[src/pkg/iocsw_pkg.sv]
// Shared constants and carriers for the I/O connection status word bank.
// Assumes one clock domain and a connection engine that reports per-connection link state.
package iocsw_pkg;

  ////////////////////////////////////////////////////////////////////////////
  // Sizes
  localparam int NUM_CONN = 4;
  localparam int CONN_W = 2;
  localparam int ADDR_W = 5;
  localparam int DATA_W = 16;
  localparam int LEN_W = 8;
  localparam int FILE_WORDS = 16;
  localparam logic [ADDR_W-1:0] WORDS_PER_CONN = 5'h03;

  ////////////////////////////////////////////////////////////////////////////
  // Register map: status file words, then one map entry per connection
  localparam logic [ADDR_W-1:0] ADDR_MAP_BASE = 5'h10;
  localparam logic [ADDR_W-1:0] MAP_RESET_STRIDE = 5'h03;
  localparam logic [1:0] WORD_CTRL = 2'h0;
  localparam logic [1:0] WORD_CODE_A = 2'h1;
  localparam logic [1:0] WORD_CODE_B = 2'h2;

  ////////////////////////////////////////////////////////////////////////////
  // Bit positions of the control and status word
  localparam int BIT_HOLD_PROGRAM = 0;
  localparam int BIT_INHIBIT = 1;
  localparam int BIT_NOTIFY_EN = 2;
  localparam int BIT_NEW_SAMPLE = 3;
  localparam int BIT_OVERFLOW = 4;
  localparam int BIT_IMM_INHIBIT = 5;
  localparam int BIT_DATA_INVALID = 8;
  localparam int BIT_CONN_ERROR = 9;
  localparam int BIT_UNDERRUN = 10;
  localparam int BIT_OVERRUN = 11;
  localparam int BIT_RUN_MODE = 15;

  // Writable control bits, and bits that software may only clear
  localparam logic [DATA_W-1:0] CTRL_MASK = 16'h0027;
  localparam logic [DATA_W-1:0] SW_CLEAR_MASK = 16'h0018;
  localparam logic [DATA_W-1:0] DEFINED_MASK = 16'h8F3F;
  // No connection yet: data invalid and connection error
  localparam logic [DATA_W-1:0] CTRL_WORD_RESET = 16'h0300;
  localparam logic [DATA_W-1:0] CODE_WORD_RESET = 16'h0000;

  ////////////////////////////////////////////////////////////////////////////
  // Types
  typedef enum logic [2:0] {
    IOCSW_PEER_RECV,
    IOCSW_PEER_SEND,
    IOCSW_ADAPTER,
    IOCSW_BLOCK_XFER,
    IOCSW_OTHER
  } iocsw_conn_type_e;

  typedef struct packed {
    iocsw_conn_type_e conn_type;
    logic run_idle_support;
    logic lockout_config;
    logic [LEN_W-1:0] expected_len;
    logic [LEN_W-1:0] input_size;
  } iocsw_cfg_s;

  typedef struct packed {
    logic conn_up;
    logic data_lost;
    logic data_strobe;
    logic [LEN_W-1:0] data_len;
    logic target_run;
    logic peer_run;
    logic [DATA_W-1:0] listeners;
    logic [DATA_W-1:0] code_a;
    logic [DATA_W-1:0] code_b;
  } iocsw_link_in_s;

  typedef struct packed {
    logic open_allow;
    logic orderly_close;
    logic drop_now;
    logic force_program;
    logic restart_lockout;
    logic sample_ready;
  } iocsw_link_out_s;

  typedef struct packed {
    logic hit;
    logic [CONN_W-1:0] conn;
    logic [1:0] word;
  } iocsw_hit_s;

  function automatic logic [ADDR_W-1:0] map_reset(input int c);
    map_reset = ADDR_W'(c * int'(MAP_RESET_STRIDE));
  endfunction : map_reset

endpackage : iocsw_pkg

[src/rtl/iocsw_code_words.sv]
// Forms the second and third status words of one connection.
// Assumes the connection engine supplies cause codes and per-type status.
module iocsw_code_words (
  // Connection state
  input wire iocsw_pkg::iocsw_cfg_s cfg,
  input wire iocsw_pkg::iocsw_link_in_s link,
  input wire logic faulted,
  // Words
  output logic [iocsw_pkg::DATA_W-1:0] code_a,
  output logic [iocsw_pkg::DATA_W-1:0] code_b
);

  always_comb
  begin
    code_a = link.code_a;
    code_b = link.code_b;
    if (faulted)
    begin
      code_a = link.code_a;
      code_b = link.code_b;
    end
    else
    begin
      case (cfg.conn_type)
        iocsw_pkg::IOCSW_PEER_RECV:
        begin
          code_a = iocsw_pkg::CODE_WORD_RESET;
          code_b = {{(iocsw_pkg::DATA_W-1){1'b0}}, link.peer_run};
        end
        iocsw_pkg::IOCSW_PEER_SEND:
        begin
          code_a = iocsw_pkg::CODE_WORD_RESET;
          code_b = link.listeners;
        end
        default:
        begin
          code_a = link.code_a;
          code_b = link.code_b;
        end
      endcase
    end
  end

endmodule : iocsw_code_words

[src/rtl/iocsw_status_bank.sv]
// Status file and map entries for the scheduled I/O connections.
// Assumes a synchronous register port and a connection engine on the same clock.
//
// Notes on behaviour
// Each map entry holds an offset to three consecutive status words of its connection.
// Bit 00 holds the connection in program mode; block transfers ignore it.
// Bit 01 closes the connection orderly, keeps it closed, flags invalid and error.
// With both inhibit bits clear the connection may be opened again.
// Bit 02 enables sample-complete notification.
// New-sample bit 03 sets on fresh data when enabled; software clears it.
// Overflow bit 04 sets on fresh data while bit 03 is set; software clears.
// Bit 05 drops all traffic at once, keeps it closed, flags invalid and error.
// Immediate inhibit puts a lockout-configured adapter into restart lockout.
// Data-invalid bit 08 sets when no data arrives or either inhibit is set.
// Data-invalid clears when valid data arrives.
// Connection-error bit 09 sets while unconnected or while either inhibit is set.
// Connection-error clears once the connection is established.
// On invalid data or failure the second and third words carry the cause code.
// Underrun bit 10 on short data; invalid too when below input size.
// Overrun bit 11 on long data; data-invalid unaffected.
// Bit 15 shows target run or idle where run/idle notification is supported.
// Software should gate critical logic on bits 08 and 09 before using data.
// Peer receive without error: second word zero, third word peer run state.
// Peer send without error: second word zero, third word listener count.
// Undefined bits of the first word read zero and ignore writes.
module iocsw_status_bank (
  // Clock and reset
  input wire logic clk,
  input wire logic rstn,
  // Register port
  input wire logic [iocsw_pkg::ADDR_W-1:0] reg_addr,
  input wire logic [iocsw_pkg::DATA_W-1:0] reg_wdata,
  input wire logic reg_write,
  input wire logic reg_read,
  output logic [iocsw_pkg::DATA_W-1:0] reg_rdata,
  // Controller mode
  input wire logic controller_run,
  // Connection configuration
  input wire iocsw_pkg::iocsw_cfg_s conn_cfg [iocsw_pkg::NUM_CONN],
  // Connection engine
  input wire iocsw_pkg::iocsw_link_in_s link_in [iocsw_pkg::NUM_CONN],
  output iocsw_pkg::iocsw_link_out_s link_out [iocsw_pkg::NUM_CONN]
);

  ////////////////////////////////////////////////////////////////////////////
  // State
  logic [iocsw_pkg::NUM_CONN-1:0][iocsw_pkg::ADDR_W-1:0] map_reg;
  logic [iocsw_pkg::NUM_CONN-1:0][iocsw_pkg::ADDR_W-1:0] map_next;
  logic [iocsw_pkg::DATA_W-1:0] ctrl_reg [iocsw_pkg::NUM_CONN];
  logic [iocsw_pkg::DATA_W-1:0] ctrl_next [iocsw_pkg::NUM_CONN];
  logic [iocsw_pkg::DATA_W-1:0] code_a_reg [iocsw_pkg::NUM_CONN];
  logic [iocsw_pkg::DATA_W-1:0] code_a_next [iocsw_pkg::NUM_CONN];
  logic [iocsw_pkg::DATA_W-1:0] code_b_reg [iocsw_pkg::NUM_CONN];
  logic [iocsw_pkg::DATA_W-1:0] code_b_next [iocsw_pkg::NUM_CONN];
  logic [iocsw_pkg::DATA_W-1:0] code_a_new [iocsw_pkg::NUM_CONN];
  logic [iocsw_pkg::DATA_W-1:0] code_b_new [iocsw_pkg::NUM_CONN];
  logic faulted_next [iocsw_pkg::NUM_CONN];
  iocsw_pkg::iocsw_link_out_s link_out_reg [iocsw_pkg::NUM_CONN];
  iocsw_pkg::iocsw_link_out_s link_out_next [iocsw_pkg::NUM_CONN];
  logic [iocsw_pkg::DATA_W-1:0] rdata_reg;
  logic [iocsw_pkg::DATA_W-1:0] rdata_next;
  iocsw_pkg::iocsw_hit_s wr_hit;
  iocsw_pkg::iocsw_hit_s rd_hit;

  ////////////////////////////////////////////////////////////////////////////
  // Address decode
  // Lowest-numbered connection wins where map entries overlap
  function automatic iocsw_pkg::iocsw_hit_s file_decode(
    input logic [iocsw_pkg::ADDR_W-1:0] a,
    input logic [iocsw_pkg::NUM_CONN-1:0][iocsw_pkg::ADDR_W-1:0] offs
  );
    iocsw_pkg::iocsw_hit_s h;
    logic [iocsw_pkg::ADDR_W-1:0] d;
    h = '0;
    d = '0;
    if (a < iocsw_pkg::ADDR_MAP_BASE)
    begin
      for (int c = iocsw_pkg::NUM_CONN - 1; c >= 0; c--)
      begin
        d = a - offs[c];
        if (a >= offs[c] && d < iocsw_pkg::WORDS_PER_CONN)
        begin
          h.hit = 1'b1;
          h.conn = iocsw_pkg::CONN_W'(c);
          h.word = d[1:0];
        end
      end
    end
    return h;
  endfunction : file_decode

  function automatic logic is_map_addr(input logic [iocsw_pkg::ADDR_W-1:0] a);
    return (a >= iocsw_pkg::ADDR_MAP_BASE) &&
           (a < iocsw_pkg::ADDR_MAP_BASE + iocsw_pkg::ADDR_W'(iocsw_pkg::NUM_CONN));
  endfunction : is_map_addr

  assign wr_hit = file_decode(reg_addr, map_reg);
  assign rd_hit = file_decode(reg_addr, map_reg);

  ////////////////////////////////////////////////////////////////////////////
  // Cause code words
  for (genvar g = 0; g < iocsw_pkg::NUM_CONN; g++)
  begin : g_code
    iocsw_code_words u_code (
      .cfg(conn_cfg[g]),
      .link(link_in[g]),
      .faulted(faulted_next[g]),
      .code_a(code_a_new[g]),
      .code_b(code_b_new[g])
    );
  end

  ////////////////////////////////////////////////////////////////////////////
  // Map entries
  always_comb
  begin
    map_next = map_reg;
    if (reg_write && is_map_addr(reg_addr))
    begin
      map_next[reg_addr[iocsw_pkg::CONN_W-1:0]] = reg_wdata[iocsw_pkg::ADDR_W-1:0];
    end
  end

  always_ff @(posedge clk or negedge rstn)
  begin
    if (!rstn)
    begin
      for (int c = 0; c < iocsw_pkg::NUM_CONN; c++)
      begin
        map_reg[c] <= iocsw_pkg::map_reset(c);
      end
    end
    else
    begin
      map_reg <= map_next;
    end
  end

  ////////////////////////////////////////////////////////////////////////////
  // Per-connection status and control
  always_comb
  begin
    logic [iocsw_pkg::DATA_W-1:0] w;
    logic inhibit;
    logic fresh;
    logic short_len;
    logic below_size;
    logic sw_hit;
    w = '0;
    inhibit = 1'b0;
    fresh = 1'b0;
    short_len = 1'b0;
    below_size = 1'b0;
    sw_hit = 1'b0;
    for (int c = 0; c < iocsw_pkg::NUM_CONN; c++)
    begin
      w = ctrl_reg[c];
      sw_hit = reg_write && wr_hit.hit && wr_hit.conn == iocsw_pkg::CONN_W'(c) &&
               wr_hit.word == iocsw_pkg::WORD_CTRL;
      // Software write: control bits stored, sticky flags cleared by zeros
      if (sw_hit)
      begin
        w = (w & ~iocsw_pkg::CTRL_MASK) | (reg_wdata & iocsw_pkg::CTRL_MASK);
        w = w & (~iocsw_pkg::SW_CLEAR_MASK | reg_wdata);
      end
      inhibit = w[iocsw_pkg::BIT_INHIBIT] | w[iocsw_pkg::BIT_IMM_INHIBIT];
      // No traffic is accepted on an inhibited connection
      fresh = link_in[c].data_strobe && link_in[c].conn_up && !inhibit;
      short_len = link_in[c].data_len < conn_cfg[c].expected_len;
      below_size = link_in[c].data_len < conn_cfg[c].input_size;
      // Hardware sets win over a clear in the same cycle
      if (fresh && ctrl_reg[c][iocsw_pkg::BIT_NOTIFY_EN])
      begin
        if (ctrl_reg[c][iocsw_pkg::BIT_NEW_SAMPLE])
        begin
          w[iocsw_pkg::BIT_OVERFLOW] = 1'b1;
        end
        w[iocsw_pkg::BIT_NEW_SAMPLE] = 1'b1;
      end
      if (fresh)
      begin
        w[iocsw_pkg::BIT_UNDERRUN] = short_len;
        w[iocsw_pkg::BIT_OVERRUN] = link_in[c].data_len > conn_cfg[c].expected_len;
      end
      if (inhibit || link_in[c].data_lost || !link_in[c].conn_up)
      begin
        w[iocsw_pkg::BIT_DATA_INVALID] = 1'b1;
      end
      else if (fresh)
      begin
        w[iocsw_pkg::BIT_DATA_INVALID] = below_size;
      end
      w[iocsw_pkg::BIT_CONN_ERROR] = inhibit || !link_in[c].conn_up;
      w[iocsw_pkg::BIT_RUN_MODE] = conn_cfg[c].run_idle_support &&
                                   link_in[c].target_run && !inhibit;
      w = w & iocsw_pkg::DEFINED_MASK;
      ctrl_next[c] = w;
      faulted_next[c] = w[iocsw_pkg::BIT_DATA_INVALID] | w[iocsw_pkg::BIT_CONN_ERROR];
      // Commands to the connection engine
      link_out_next[c].open_allow = !inhibit;
      link_out_next[c].orderly_close = w[iocsw_pkg::BIT_INHIBIT] && !w[iocsw_pkg::BIT_IMM_INHIBIT];
      link_out_next[c].drop_now = w[iocsw_pkg::BIT_IMM_INHIBIT];
      link_out_next[c].restart_lockout = w[iocsw_pkg::BIT_IMM_INHIBIT] &&
                                         conn_cfg[c].conn_type == iocsw_pkg::IOCSW_ADAPTER &&
                                         conn_cfg[c].lockout_config;
      link_out_next[c].force_program = !controller_run ||
                                       (w[iocsw_pkg::BIT_HOLD_PROGRAM] &&
                                        conn_cfg[c].conn_type != iocsw_pkg::IOCSW_BLOCK_XFER);
      link_out_next[c].sample_ready = w[iocsw_pkg::BIT_NEW_SAMPLE];
    end
  end

  ////////////////////////////////////////////////////////////////////////////
  // Cause code next values
  // Kept out of the status process, which drives the faulted inputs of these words
  always_comb
  begin
    for (int c = 0; c < iocsw_pkg::NUM_CONN; c++)
    begin
      code_a_next[c] = code_a_new[c];
      code_b_next[c] = code_b_new[c];
    end
  end

  always_ff @(posedge clk or negedge rstn)
  begin
    if (!rstn)
    begin
      for (int c = 0; c < iocsw_pkg::NUM_CONN; c++)
      begin
        ctrl_reg[c] <= iocsw_pkg::CTRL_WORD_RESET;
        code_a_reg[c] <= iocsw_pkg::CODE_WORD_RESET;
        code_b_reg[c] <= iocsw_pkg::CODE_WORD_RESET;
        link_out_reg[c] <= '0;
      end
    end
    else
    begin
      for (int c = 0; c < iocsw_pkg::NUM_CONN; c++)
      begin
        ctrl_reg[c] <= ctrl_next[c];
        code_a_reg[c] <= code_a_next[c];
        code_b_reg[c] <= code_b_next[c];
        link_out_reg[c] <= link_out_next[c];
      end
    end
  end

  assign link_out = link_out_reg;

  ////////////////////////////////////////////////////////////////////////////
  // Read port
  // Data stands only in the cycle after the read strobe; unmapped reads give zero
  always_comb
  begin
    rdata_next = '0;
    if (reg_read)
    begin
      if (is_map_addr(reg_addr))
      begin
        rdata_next = {{(iocsw_pkg::DATA_W-iocsw_pkg::ADDR_W){1'b0}},
                      map_reg[reg_addr[iocsw_pkg::CONN_W-1:0]]};
      end
      else if (rd_hit.hit)
      begin
        case (rd_hit.word)
          iocsw_pkg::WORD_CTRL:
          begin
            rdata_next = ctrl_reg[rd_hit.conn] & iocsw_pkg::DEFINED_MASK;
          end
          iocsw_pkg::WORD_CODE_A:
          begin
            rdata_next = code_a_reg[rd_hit.conn];
          end
          iocsw_pkg::WORD_CODE_B:
          begin
            rdata_next = code_b_reg[rd_hit.conn];
          end
          default:
          begin
            rdata_next = '0;
          end
        endcase
      end
    end
  end

  always_ff @(posedge clk or negedge rstn)
  begin
    if (!rstn)
    begin
      rdata_reg <= '0;
    end
    else
    begin
      rdata_reg <= rdata_next;
    end
  end

  assign reg_rdata = rdata_reg;

endmodule : iocsw_status_bank

[config.mk]
export PLATFORM = sky130hd
export DESIGN_NAME = iocsw_status_bank
export DESIGN_NICKNAME = d
export VERILOG_FILES = /design/src/pkg/iocsw_pkg.sv /design/src/rtl/iocsw_code_words.sv /design/src/rtl/iocsw_status_bank.sv
export SDC_FILE = /design/constraint.sdc
export NUM_CORES = 1
export LEC_CHECK = 0
export BUFFER_PORTS_ARGS = -buffer_cell sky130_fd_sc_hd__buf_4
export CELL_PAD_IN_SITES_DETAIL_PLACEMENT = 0
export CELL_PAD_IN_SITES_GLOBAL_PLACEMENT = 1
export CORE_MARGIN = 2
export CORE_UTILIZATION = 39
export DETAILED_ROUTE_END_ITERATION = 12
export PLACE_DENSITY = 0.8
export SLEW_MARGIN = 15
export SYNTH_ARGS = -nofsm -noshare
export SYNTH_HDL_FRONTEND = slang
export SYNTH_HIERARCHICAL = 1
export SYNTH_SLANG_ARGS = --single-unit
[constraint.sdc]
create_clock -name clk -period 4.53 [get_ports clk]
set_input_delay 0.453 -clock clk [delete_from_list [all_inputs] [get_ports clk]]
set_output_delay 0.453 -clock clk [all_outputs]
set_load 0.02 [all_outputs]
## Yosys cells after proc, flatten, opt, wreduce, memory -nomap -nowiden

Cells that the tools add are included.

| word-level totals | value |
|---|---|
| word-level logic and storage cells | 271 |
| register bits | 232 |
| input bits | 354 |

| cells by class | value |
|---|---|
| order comparisons | 26 |
| $add $sub $neg | 4 |
| reductions and logical operators | 95 |
| muxes and demuxes | 63 |
| bitwise logic cells | 17 |
| equality and inequality tests | 17 |

Operator list:

| operator | count |
|---|---|
| 2-to-1 mux 16 bit | 21 |
| one-hot mux 16 bit (2 select lines) | 4 |
| binary-select mux 16 bit (select 2 bit) | 3 |
| less-than comparator 8 bit | 8 |
| logical AND 1 bit | 52 |
| bitwise AND 12 bit | 4 |
| 2-to-1 mux 12 bit | 4 |
| bitwise OR 12 x 6 -> 12 bit | 4 |
| one-hot mux 16 bit (3 select lines) | 1 |
| 2-to-1 mux 5 bit | 7 |
| > comparator 8 bit | 4 |
| bitwise mux 20 bit | 1 |
| greater-or-equal comparator 5 bit | 4 |
| less-than comparator 5 x 2 -> 1 bit, second input constant | 4 |
| subtractor 5 bit | 4 |
| logical OR 1 bit | 16 |
| 2-to-1 mux 2 bit | 8 |
| zero test 1 bit | 13 |
| equality test 3 x 1 -> 1 bit, second input constant | 4 |
| equality test 3 x 2 -> 1 bit, second input constant | 4 |
| zero test 3 bit | 4 |
| 2-to-1 mux 1 bit | 12 |
| != test 3 x 2 -> 1 bit, second input constant | 4 |
| binary-select mux 5 bit (select 2 bit) | 1 |
| 13 further kinds | 31 |

## Longest topological paths before layout

Gate-level depths: netlist of run 1.

| depth | value |
|---|---|
| word-level depth | 19 |
| gate-level depth with buffers | 20 |
| mapped depth without buffers | 15 |

## Cells and area by module

The synthesis of run 1 kept the hierarchy.

Modules (own cells, without submodules):

| module | times used | area each (sq um) | cells each | sequential area each (sq um) |
|---|---|---|---|---|
| iocsw_status_bank | 1 | 10630.2 | 938 | 5622.9 |
| iocsw_code_words | 4 | 480.5 | 74 | 0.0 |

## Worst setup path before layout of run 1

Ideal clock, no wire load.

| timing | value |
|---|---|
| path kind | input-to-reg |
| start point | input port reg_addr[0] (netlist name) |
| end point | register code_b_reg[16] (netlist name) |
| data required time | 4.405 ns |
| arrival time | 4.264 ns |
| setup slack | 0.141 ns |
| buffers on the path | 3 |
| stages on the path | 17 |
| library setup time | 0.125 ns |
| path through | clkbuf_1 > inv_1 > ha_1 > inv_1 > fa_1 > inv_1 > o221ai_1 > o2111a_1 > o31ai_4 > and4bb_1 > buf_2 > mux2_4 > nand2_1 > a2111o_1 > clkbuf_1 > or3_4 > mux2_4 |

RTL lines:

| what | line | text |
|---|---|---|
| from (decl) | iocsw_status_bank.sv:31 | `input wire logic [iocsw_pkg::ADDR_W-1:0] reg_addr,` |
| to (signal, indexed assignment) | iocsw_status_bank.sv:233 | `code_b_reg[c] <= iocsw_pkg::CODE_WORD_RESET;` |
| to (signal, indexed assignment) | iocsw_status_bank.sv:243 | `code_b_reg[c] <= code_b_next[c];` |
| to (decl) | iocsw_status_bank.sv:53 | `logic [iocsw_pkg::DATA_W-1:0] code_b_reg [iocsw_pkg::NUM_CONN];` |

==> results of run 1 <==
==> metrics by stage <==
step	hold WS (ns)	cell area, µm²
5_1_grt	0.0854	16700
2_1_floorplan	0.157	12600
6_report	0.0699	16700
3_3_place_gp	0.481	15800
4_1_cts	0.0517	16700
3_5_place_dp	0.497	15800
==> Yosys cell counts, drive strengths merged (4+ instances only) <==
| cell type | number |
|---|---|
| a2111o | 6 |
| a211oi | 10 |
| a21o | 24 |
| a21oi | 64 |
| a221o | 10 |
| a222oi | 33 |
| a22oi | 6 |
| and2 | 69 |
| and3 | 7 |
| and4b | 4 |
| buf | 37 |
| clkbuf | 42 |
| dfrtp | 210 |
| dfstp | 14 |
| fa | 4 |
| ha | 80 |
| inv | 100 |
| mux2 | 42 |
| mux2i | 6 |
| nand2 | 140 |
| nand2b | 11 |
| nand3 | 17 |
| nand3b | 4 |
| nand4 | 13 |
| nor2 | 27 |
| nor2b | 18 |
| nor3 | 6 |
| nor4 | 4 |
| o21a | 4 |
| o21ai | 104 |
| o31ai | 62 |
| or3 | 14 |
==> final cells by class <==
cell class	count	area [µm²]	area share (%)
Clock buffer	32	702	4.19
Timing Repair Buffer	427	3240	19.4
Antenna cell	4	10.0	0.0598
Inverter	100	375	2.24
Multi-Input combinational cell	831	6100	36.5
Tap cell	402	503	3.01
Clock inverter	12	179	1.07
Sequential cell	224	5620	33.6
==> worst paths after layout <==
path	slack (ns)	end	start	cells after the start
min	0.07	ctrl_reg[9]	link_in[60]	2
max in group asynchronous	2.87	link_out[7]	rstn	3
max reg2reg	0.37	code_b_reg[22]	map_reg[12]	14
min reg2reg	0.51	ctrl_reg[59]	ctrl_reg[59]	2
max	0.37	code_b_reg[22]	map_reg[12]	14
min in group asynchronous	0.51	code_a_reg[21]	rstn	2
==> cell families after synthesis <==
group	count (synthesis)	synth area share, %
mux	51	4.99
simple gates	349	15.3
flops	224	44.8
fa+ha+maj	84	8.61
xor+xnor	4	0.279
buf+inv	179	6.73
compound gates	343	19.3
==> metal layers <==
layer | GRT usage, % | up-vias | share of wire (%)
li1 | - | 5159 | -
met1 | 31.7 | 5300 | 40
met2 | 42.2 | 394 | 50
met3 | 5.24 | 73 | 6.8
met4 | 9.95 | 0 | 3.6
met5 | 0 | - | 0
==> power by group through the flow <==
stage | Sequential [µW] | Combinational (µW) | Clock (µW)
finish | 2500 | 1920 | 2150
global route | 2530 | 2100 | 2280
CTS | 2500 | 1930 | 2200
detailed placement | 2530 | 1920 | 0
global placement | 2520 | 1890 | 0
floorplan | 2530 | 1080 | 0
==> placed cells by master (no fill, tap or decap), drive strengths merged, types with 7 or more instances in the layout <==
master	n
nor2	27
buf	426
nand3	17
and2	69
nand2b	11
o21ai	104
a21oi	64
dfstp	14
a21o	24
mux2	42
clkbuf	32
nor2b	18
nand4	13
a222oi	33
or3	14
a221o	10
inv	102
o31ai	62
ha	80
nand2	140
dfrtp	210
and3	7
a211oi	10
==> worst register-to-register path: stages, from the launching register on <==
cell and delay (ns):
dfstp_2 0.55, inv_1 0.08, ha_1 0.34, and3b_1 0.21, nor4_2 0.27, o22ai_2 0.18
or3_1 0.38, a31oi_2 0.30, and4bb_1 0.26, mux2_4 0.25, nand2_1 0.09, a2111o_1 0.32
or3_4 0.47, buf_4 0.23, o21ai_1 0.16
==> flow_metrics.tcl, run 1 <==
set metrics [dict create \
    vias 10900 \
    grt_first_pass_wirelength_um 64200 \
    io_buffers 383 \
    grt_overflow_total 0 \
    worst_pin_slew_ns 0.895 \
    die_area_um2 33600 \
    yosys_warnings 6 \
    root_buffer "clkbuf_16" \
    die_x_um 183 \
    rsz0062_at_grt "no" \
    synth_top_cell_by_area "dfrtp_1" \
    max-slew-margin-rel_pct 39.9 \
    clock_latency_ns 0.54 \
    irDropWorstVdd_mv 0.265 \
    cts_setup_buffers 0 \
    wl_um 42700 \
    grt.total_usage_pct 25.1 \
    die_h_um 183 \
    sequentialPowerShare_pct 38.0 \
    place_ws_ns 0.128 \
    avgSynthCellArea_um2 10.2 \
    grt_max_degree 128 \
    hold_path.class "in2reg" \
    netlist_area_um2 12600 \
    fin_nets 2047 \
    p_clk_share_pct 32.8 \
    h-tree-depth 1 \
    drv_slew 0 \
    ys_seq_area_share_pct 44.8 \
    cts_tree "yes" \
    report.final.hold_viol_count 0 \
    nFillCells 2923 \
    wl_per_cell_um 21.0 \
    arrival_ns 4.62 \
    synth-main-ff-cell "dfrtp_1" \
    core_um2 31600 \
    cts_sinks 224 \
    drt_iter0_drc 775 \
    power.combinational.fraction_pct 29.3 \
    ys_async_sr_fraction_pct 100 \
    cap_violations 0 \
    grt_pass1_vias 11200 \
    start_kind "register" \
    synth_seq_cells 224 \
    drtAntennaViolNets 0 \
    fin_skew_ns 0.0165 \
    synth_cells 1234 \
    ys_top_cells_by_area "dfrtp_1 42%, ha_1 8.0%, nand2_1 4.2%" \
    ys_types 80 \
    crit_type "reg2reg" \
    power_leakage_uw 0.00820 \
    setup_viol 0 \
    worst_slack_ns 0.369 \
    dp_hpwl_um 34100 \
    viasPerCell 5.38 \
    netSwitchingPower_uw 2070 \
    synth_top_area_share_pct 41.9 \
    final_core_util_pct 52.9 \
    fmax_ghz 0.240 \
    place_congestion 0.890 \
    critPathMaxStageDelay_ns 0.55 \
    cts_buffers 25 \
    cts_hold_buffers 1 \
    fin_crit_sh_pct 91.9 \
    clockBufferDepth 3 \
    layout-drive-gt1-share_pct 36.5 \
    cp_top_family "simple AND/OR/NAND/NOR gates" \
    critPathSlowestCell "dfstp_2" \
    clkTransAtPathRegs_ns 0.06 \
    swShare_pct 31.5 \
    synth_nets 1672 \
    area_growth_pct 33.3 \
    ios 394 \
    worstPathRequired_ns 4.99 \
    placed_cells 1983 \
    rows 65 \
    setup_tns_ns 0 \
    p_per_area_nw_per_um2 393 \
    p_int_uw 4500 \
    cp_max_fo 17 \
    drt-pass1-iter-count 9 \
    status "finished clean" \
    synth_edf_count 0 \
    layout_min_cycle_time_ns 4.16 \
    antenna_found_initial 5 \
    cts_resized 0 \
    drc 0 \
    initial_core_util_pct 39.7 \
    power_uw 6580 \
    finalNonFillerCells 2032 \
    cp_cell_sequence "inv_1 -> ha_1 -> and3b_1 -> nor4_2 -> o22ai_2 -> or3_1 -> a31oi_2 -> and4bb_1 -> mux2_4 -> nand2_1 -> a2111o_1 -> or3_4 -> buf_4 -> o21ai_1" \
    cp_num_buf_inv 2 \
    crit_path_end_kind "register" \
]
Note: power is estimated with default switching activity, not from simulation.
==> run 2, diff against run 1 <==
- MAX_ROUTING_LAYER: default -> met4
==> run 2 against run 1 <==
  * Maximum frequency decreased by 0.45%
  * Routed wire length decreased by 0.34%
  * First-iteration DRC count decreased by 5.9%
  * Worst hold slack improved by 0.0032 ns
  * Via count decreased by 1.0%
  * Final cell count about the same
  * Power decreased by 0.83%
  * Sequential cell count unchanged
  * Global-route usage increased by 0.66 points
  * Setup slack got worse by 0.019 ns
  * Register-to-register slack got worse by 0.02 ns
  * Largest power group unchanged
==> flow_metrics.tcl, run 2 (synthesis gave the netlist of run 1 again) <==
set metrics [dict create \
    crit_path_end_kind "register" \
    regArea_um2 5620 \
    drt_iter0_drc 729 \
    drtAntennaViolNets 0 \
    io_buffers 383 \
    power_leakage_uw 0.00821 \
    grt_overflow_total 0 \
    drt-pass1-iter-count 8 \
    drc 0 \
    cp_num_buf_inv 2 \
    fmax_ghz 0.239 \
    placed_cells 1984 \
    die_x_um 183 \
    clock_latency_ns 0.53 \
    cts_sinks 224 \
    final_common_cell "buf_4" \
    viasPerCell 5.32 \
    rsz0062_at_grt "no" \
    finalNonFillerCells 2034 \
    area_growth_pct 33.3 \
    drv_slew 0 \
    r2r_end "code_b_reg[30]" \
    grt.total_usage_pct 25.8 \
    die_h_um 183 \
    status "finished clean" \
    report.final.hold_viol_count 0 \
    fin_skew_ns 0.0145 \
    r2r_start "map_reg[12]" \
    cap_violations 0 \
    antenna_found_initial 0 \
    place_congestion 0.908 \
    die_area_um2 33600 \
    ios 394 \
    grt_max_degree 129 \
    whs_path_depth 2 \
    vias 10800 \
    final_cell_mix "424 x buf_4, 210 x dfrtp_1, 140 x nand2_1" \
    wl_per_cell_um 20.9 \
    root_buffer "clkbuf_16" \
    core_um2 31600 \
    cp_cell_sequence "inv_1 -> ha_1 -> and3b_1 -> nor4_2 -> o22ai_2 -> or3_1 -> a31oi_2 -> and4bb_1 -> mux2_4 -> nand2_1 -> a2111o_1 -> or3_4 -> buf_4 -> o21ai_1" \
    cp_max_fo 17 \
    critPathMaxStageDelay_ns 0.55 \
    hold_path.class "in2reg" \
    fin_nets 2049 \
    rows 65 \
    clockBufferDepth 3 \
    max-slew-margin-rel_pct 35.0 \
    reg2reg_depth 14 \
    whs_endpoint "ctrl_reg[9]" \
    layout-drive-gt1-share_pct 36.4 \
    start_kind "register" \
    rrSetupSlack_ns 0.35 \
    cp_top_family "simple AND/OR/NAND/NOR gates" \
    setup_viol 0 \
    setup_tns_ns 0 \
    p_per_area_nw_per_um2 390 \
    critPathSlowestCell "dfstp_2" \
    arrival_ns 4.63 \
    worstPathRequired_ns 4.98 \
    cts_tree "yes" \
    layout_min_cycle_time_ns 4.18 \
    hold_ws_ns 0.0732 \
    worst_pin_slew_ns 0.967 \
    holdCritStartpoint "link_in[60]" \
    dp_hpwl_um 33800 \
    initial_core_util_pct 39.7 \
    irDropWorstVdd_mv 0.266 \
    crit_type "reg2reg" \
    grt_pass1_vias 11100 \
    wl_um 42500 \
    grt_first_pass_wirelength_um 64000 \
    h-tree-depth 1 \
    multiInputGateArea_um2 6100 \
    clkTransAtPathRegs_ns 0.06 \
    nFillCells 2929 \
    fin_crit_sh_pct 92.3 \
    cts_buffers 26 \
]
[run 2: power breakdown]
| part | switching, µW | total [µW] | internal, µW |
|---|---|---|---|
| combinational | 1070 | 1930 | 860 |
| clock | 825 | 2100 | 1270 |
| sequential | 176 | 2500 | 2320 |
[run 2: what timing repair did]
action	4_1_cts	5_1_grt
hold buffers	1	0
hold endpoints to repair	44	0
buffers inserted	0	0
resized for setup	0	0
[run 2: per-layer routing]
| metal | global-route usage [%] | up-vias | routed length, µm |
|---|---|---|---|
| li1 | - | 5178 | - |
| met1 | 32.3 | 5206 | 17700 |
| met2 | 43.8 | 376 | 21400 |
| met3 | 3.77 | 55 | 2290 |
| met4 | 6.82 | 0 | 1150 |
| met5 | - | - | 0 |
[run 2: worst max-delay path by stage]
stage                      startpoint        endpoint  slack [ns]  cells after the start
after global routing       map_reg[6]  code_b_reg[30]        0.14                     14
after CTS                 map_reg[12]  code_b_reg[30]        0.36                     14
after floorplan           reg_addr[0]  code_b_reg[16]        0.14                     17
final                     map_reg[12]  code_b_reg[30]        0.35                     14
after detailed placement  reg_addr[0]  code_b_reg[30]         0.1                     16
after global placement    reg_addr[0]  code_b_reg[16]        0.19                     15
[run 2: metrics by stage]
step	cell area [µm²]	total power (µW)	util [%]	worst slack, ns
CTS	16700	6560	52.9	0.364
finish	16700	6520	52.9	0.350
global route	16700	6860	52.9	0.140
global placement	15800	4420	50.1	0.189
floorplan	12600	3610	-	0.141
detailed placement	15800	4450	50.1	0.100
[run 2: area by class of cell]
| class | count | area share, % |
|---|---|---|
| multi-input combinational | 831 | 36.5 |
| clock buffer | 38 | 4.52 |
| clock inverter | 10 | 0.733 |
| sequential | 224 | 33.6 |
| antenna | 1 | 0.0150 |
| inverter | 100 | 2.24 |
| timing repair buffer | 428 | 19.4 |
| tap | 402 | 3.01 |
==> run 3, diff against run 2 <==
- ABC_AREA: default -> 1
- CORE_UTILIZATION: 39 -> 38
- PLACE_DENSITY: 0.8 -> 0.81
==> run 3 against run 2 <==
  * Die area grew 6.7%
  * Count of clock-buffer cells in the layout is 1 higher
  * Global-route usage shrank 0.85 points
  * Combinational power rose by 12%
  * Maximum frequency is 2.4% higher
  * Routed wire length is 3.4% higher
  * Register-to-register slack gained 0.099 ns
==> flow_metrics.tcl, run 3 <==
set metrics [dict create \
    synth_fa_ha_area_share_pct 8.28 \
    final_common_cell "nand2_1" \
    antenna_found_initial 1 \
    synth_cells 1641 \
    crit_path_end_kind "register" \
    postLayoutCellArea_um2 17300 \
    die_x_um 189 \
    netlist_area_um2 13100 \
    root_buffer "clkbuf_16" \
    cts_sinks 224 \
    cts_setup_buffers 0 \
    synth-compound-area-share_pct 9.01 \
    p_per_area_nw_per_um2 390 \
    fin_crit_sh_pct 90.1 \
    hold_ws_ns 0.0727 \
    setup_viol 0 \
    viasPerCell 4.93 \
    irDropWorstVdd_mv 0.272 \
    grt.total_usage_pct 24.9 \
    yosysMostFrequentCell "nand2_1" \
    synth_nets 2079 \
    yosys.area_share.simple_pct 29.9 \
    cts_tree "yes" \
    placed_cell_area_um2 16400 \
    fin_skew_ns 0.0174 \
    wl_per_cell_um 17.6 \
    power.combinational.fraction_pct 32.1 \
    grt_pass1_vias 12300 \
    ios 394 \
    nFillCells 3330 \
    drt_iter0_drc 654 \
    clkTransAtPathRegs_ns 0.06 \
    drt-pass1-iter-count 5 \
    io_buffers 383 \
    h-tree-depth 1 \
    grt_overflow_total 0 \
    layout_min_cycle_time_ns 4.08 \
    clock_latency_ns 0.54 \
    power_leakage_uw 0.00944 \
    setup_tns_ns 0 \
    place_congestion 0.885 \
    drc 0 \
    vias 12300 \
    die_area_um2 35900 \
    worst_pin_slew_ns 0.899 \
    drtAntennaViolNets 0 \
    max-slew-margin-rel_pct 39.6 \
    core_um2 33700 \
    ys_async_sr_fraction_pct 100 \
    cap_violations 0 \
    synthMuxAreaShare_pct 0 \
    synth_top_family_by_area "simple AND/OR/NAND/NOR gates" \
    cts_buffers 27 \
    p_int_uw 4370 \
    initial_core_util_pct 38.8 \
    grt_max_degree 99 \
    p_clk_share_pct 32.0 \
    die_h_um 189 \
    avgSynthCellArea_um2 7.96 \
    swShare_pct 35.1 \
    fmax_ghz 0.245 \
    place_ws_ns 0.177 \
    area_growth_pct 32.2 \
    rows 67 \
    arrival_ns 4.50 \
    final_cell_mix "522 x nand2_1, 399 x buf_4, 225 x inv_1" \
    start_kind "register" \
    ys_top_cells_by_area "dfrtp_1 40%, nand2_1 15%, ha_1 7.7%" \
    synth-main-ff-cell "dfrtp_1" \
    netSwitchingPower_uw 2360 \
    ys_types 39 \
    yosys_warnings 6 \
    wl_um 44000 \
    synth-xor-area-share_pct 0 \
    report.final.hold_viol_count 0 \
    grt_first_pass_wirelength_um 67600 \
    rsz0062_at_grt "no" \
    yosys-top-cells-count "522 x nand2_1, 225 x inv_1, 210 x dfrtp_1, 97 x nor2_1, 86 x nand4_1" \
    synth_top_area_share_pct 40.2 \
    cp_max_fo 16 \
    ys_seq_area_share_pct 43.0 \
    layout-drive-gt1-share_pct 26.3 \
    hold_path.class "in2reg" \
    worst_slack_ns 0.449 \
    worstPathRequired_ns 4.95 \
    dp_hpwl_um 34900 \
    synth_seq_cells 224 \
    synth_top_cell_by_area "dfrtp_1" \
    synth_edf_count 0 \
    status "finished clean" \
    sequentialPowerShare_pct 35.9 \
    final_core_util_pct 51.3 \
    clockBufferDepth 3 \
    crit_type "reg2reg" \
    fin_nets 2460 \
    drv_slew 0 \
]
==> run 3: changes by cell type after synthesis, sizes merged, moves of 18 or more <==
| cell | delta |
|---|---|
| a222oi | -33 |
| o21ai | -40 |
| clkbuf | -40 |
| nand3 | +56 |
| a21o | -21 |
| nand4 | +73 |
| o31ai | -62 |
| a22oi | +46 |
| inv | +139 |
| and2 | -69 |
| nand2 | +405 |
| nor2 | +94 |
| mux2 | -42 |
| nor2b | -18 |
==> run 3: kinds of logic (layout without fill, tap and decap cells) <==
group                    count (synthesis)  after routing
AND/OR/NAND/NOR                        840            840
buffers and inverters                  295            696
adder cells (fa/ha/maj)                 84             84
AO/OA/AOI/OAI                          198            198
other                                    0              1
flip-flops                             224            224
==> run 3: power groups by stage <==
| stage | sequential (µW) | clock (µW) | combinational [µW] |
|---|---|---|---|
| after floorplan | 2460 | 0 | 1290 |
| after global routing | 2450 | 2280 | 2410 |
| after CTS | 2420 | 2200 | 2170 |
| final | 2420 | 2160 | 2160 |
| after global placement | 2450 | 0 | 2130 |
| after detailed placement | 2450 | 0 | 2160 |
==> run 3: layout make-up <==
type	count	area [µm²]	area share [%]
diodes	1	2.50	0.0145
flip-flops and latches	224	5620	32.6
inverters	241	905	5.24
repair buffers	406	3120	18.1
clock inverters	10	125	0.724
multi-input cells	1122	6160	35.7
well taps	448	561	3.25
clock buffers	39	771	4.46
==> run 3: routing by layer <==
layer  track usage, %  vias up  wire length (µm)
li1                 -     6063                 -
met3             3.67       75              2570
met2             40.6      413             21100
met1             32.1     5735             18800
met5                -        -                 0
met4             7.93        0              1430
==> run 3: final timing paths <==
kind,to,cells past startpoint,slack (ns),start
setup / recovery,code_b_reg[21],25,0.45,map_reg[15]
min in group asynchronous,code_a_reg[22],2,0.52,rstn
hold reg to reg,map_reg[7],2,0.48,map_reg[7]
max in group asynchronous,ctrl_reg[41],3,2.93,rstn
setup reg to reg,code_b_reg[21],25,0.45,map_reg[15]
hold / removal,ctrl_reg[57],2,0.07,link_in[243]
==> run 3: stage by stage <==
stage,power [µW],instances
2_1_floorplan,3750,1641
3_3_place_gp,4580,2440
3_5_place_dp,4610,2440
4_1_cts,6780,2490
5_1_grt,7130,2491
6_report,6730,2491
==> run 3: critical path, cell delays in order (launching register included) <==
cell and delay (ns):
dfstp_2 0.55, ha_1 0.14, inv_1 0.07, fa_1 0.43
nand2_1 0.10, nand2_1 0.06, nor2_2 0.09, nand2_1 0.08
nor2_2 0.14, nand2_1 0.08, nor2_2 0.11, nand2_2 0.09
nand2_4 0.20, nand2_8 0.09, nand2_4 0.12, nor2_4 0.06
nand3_2 0.10, nand2_1 0.08, nand2_1 0.23, nand3_2 0.18
nand2_1 0.12, nand3_1 0.17, inv_2 0.30, nand2_4 0.19
nand2_1 0.10, nand2_1 0.07
==> run 3: repair_timing <==
action	in CTS	in global routing
hold endpoints to repair	96	0
endpoints found under the setup margin	0	0
hold buffers	1	0
gates resized for setup	0	0
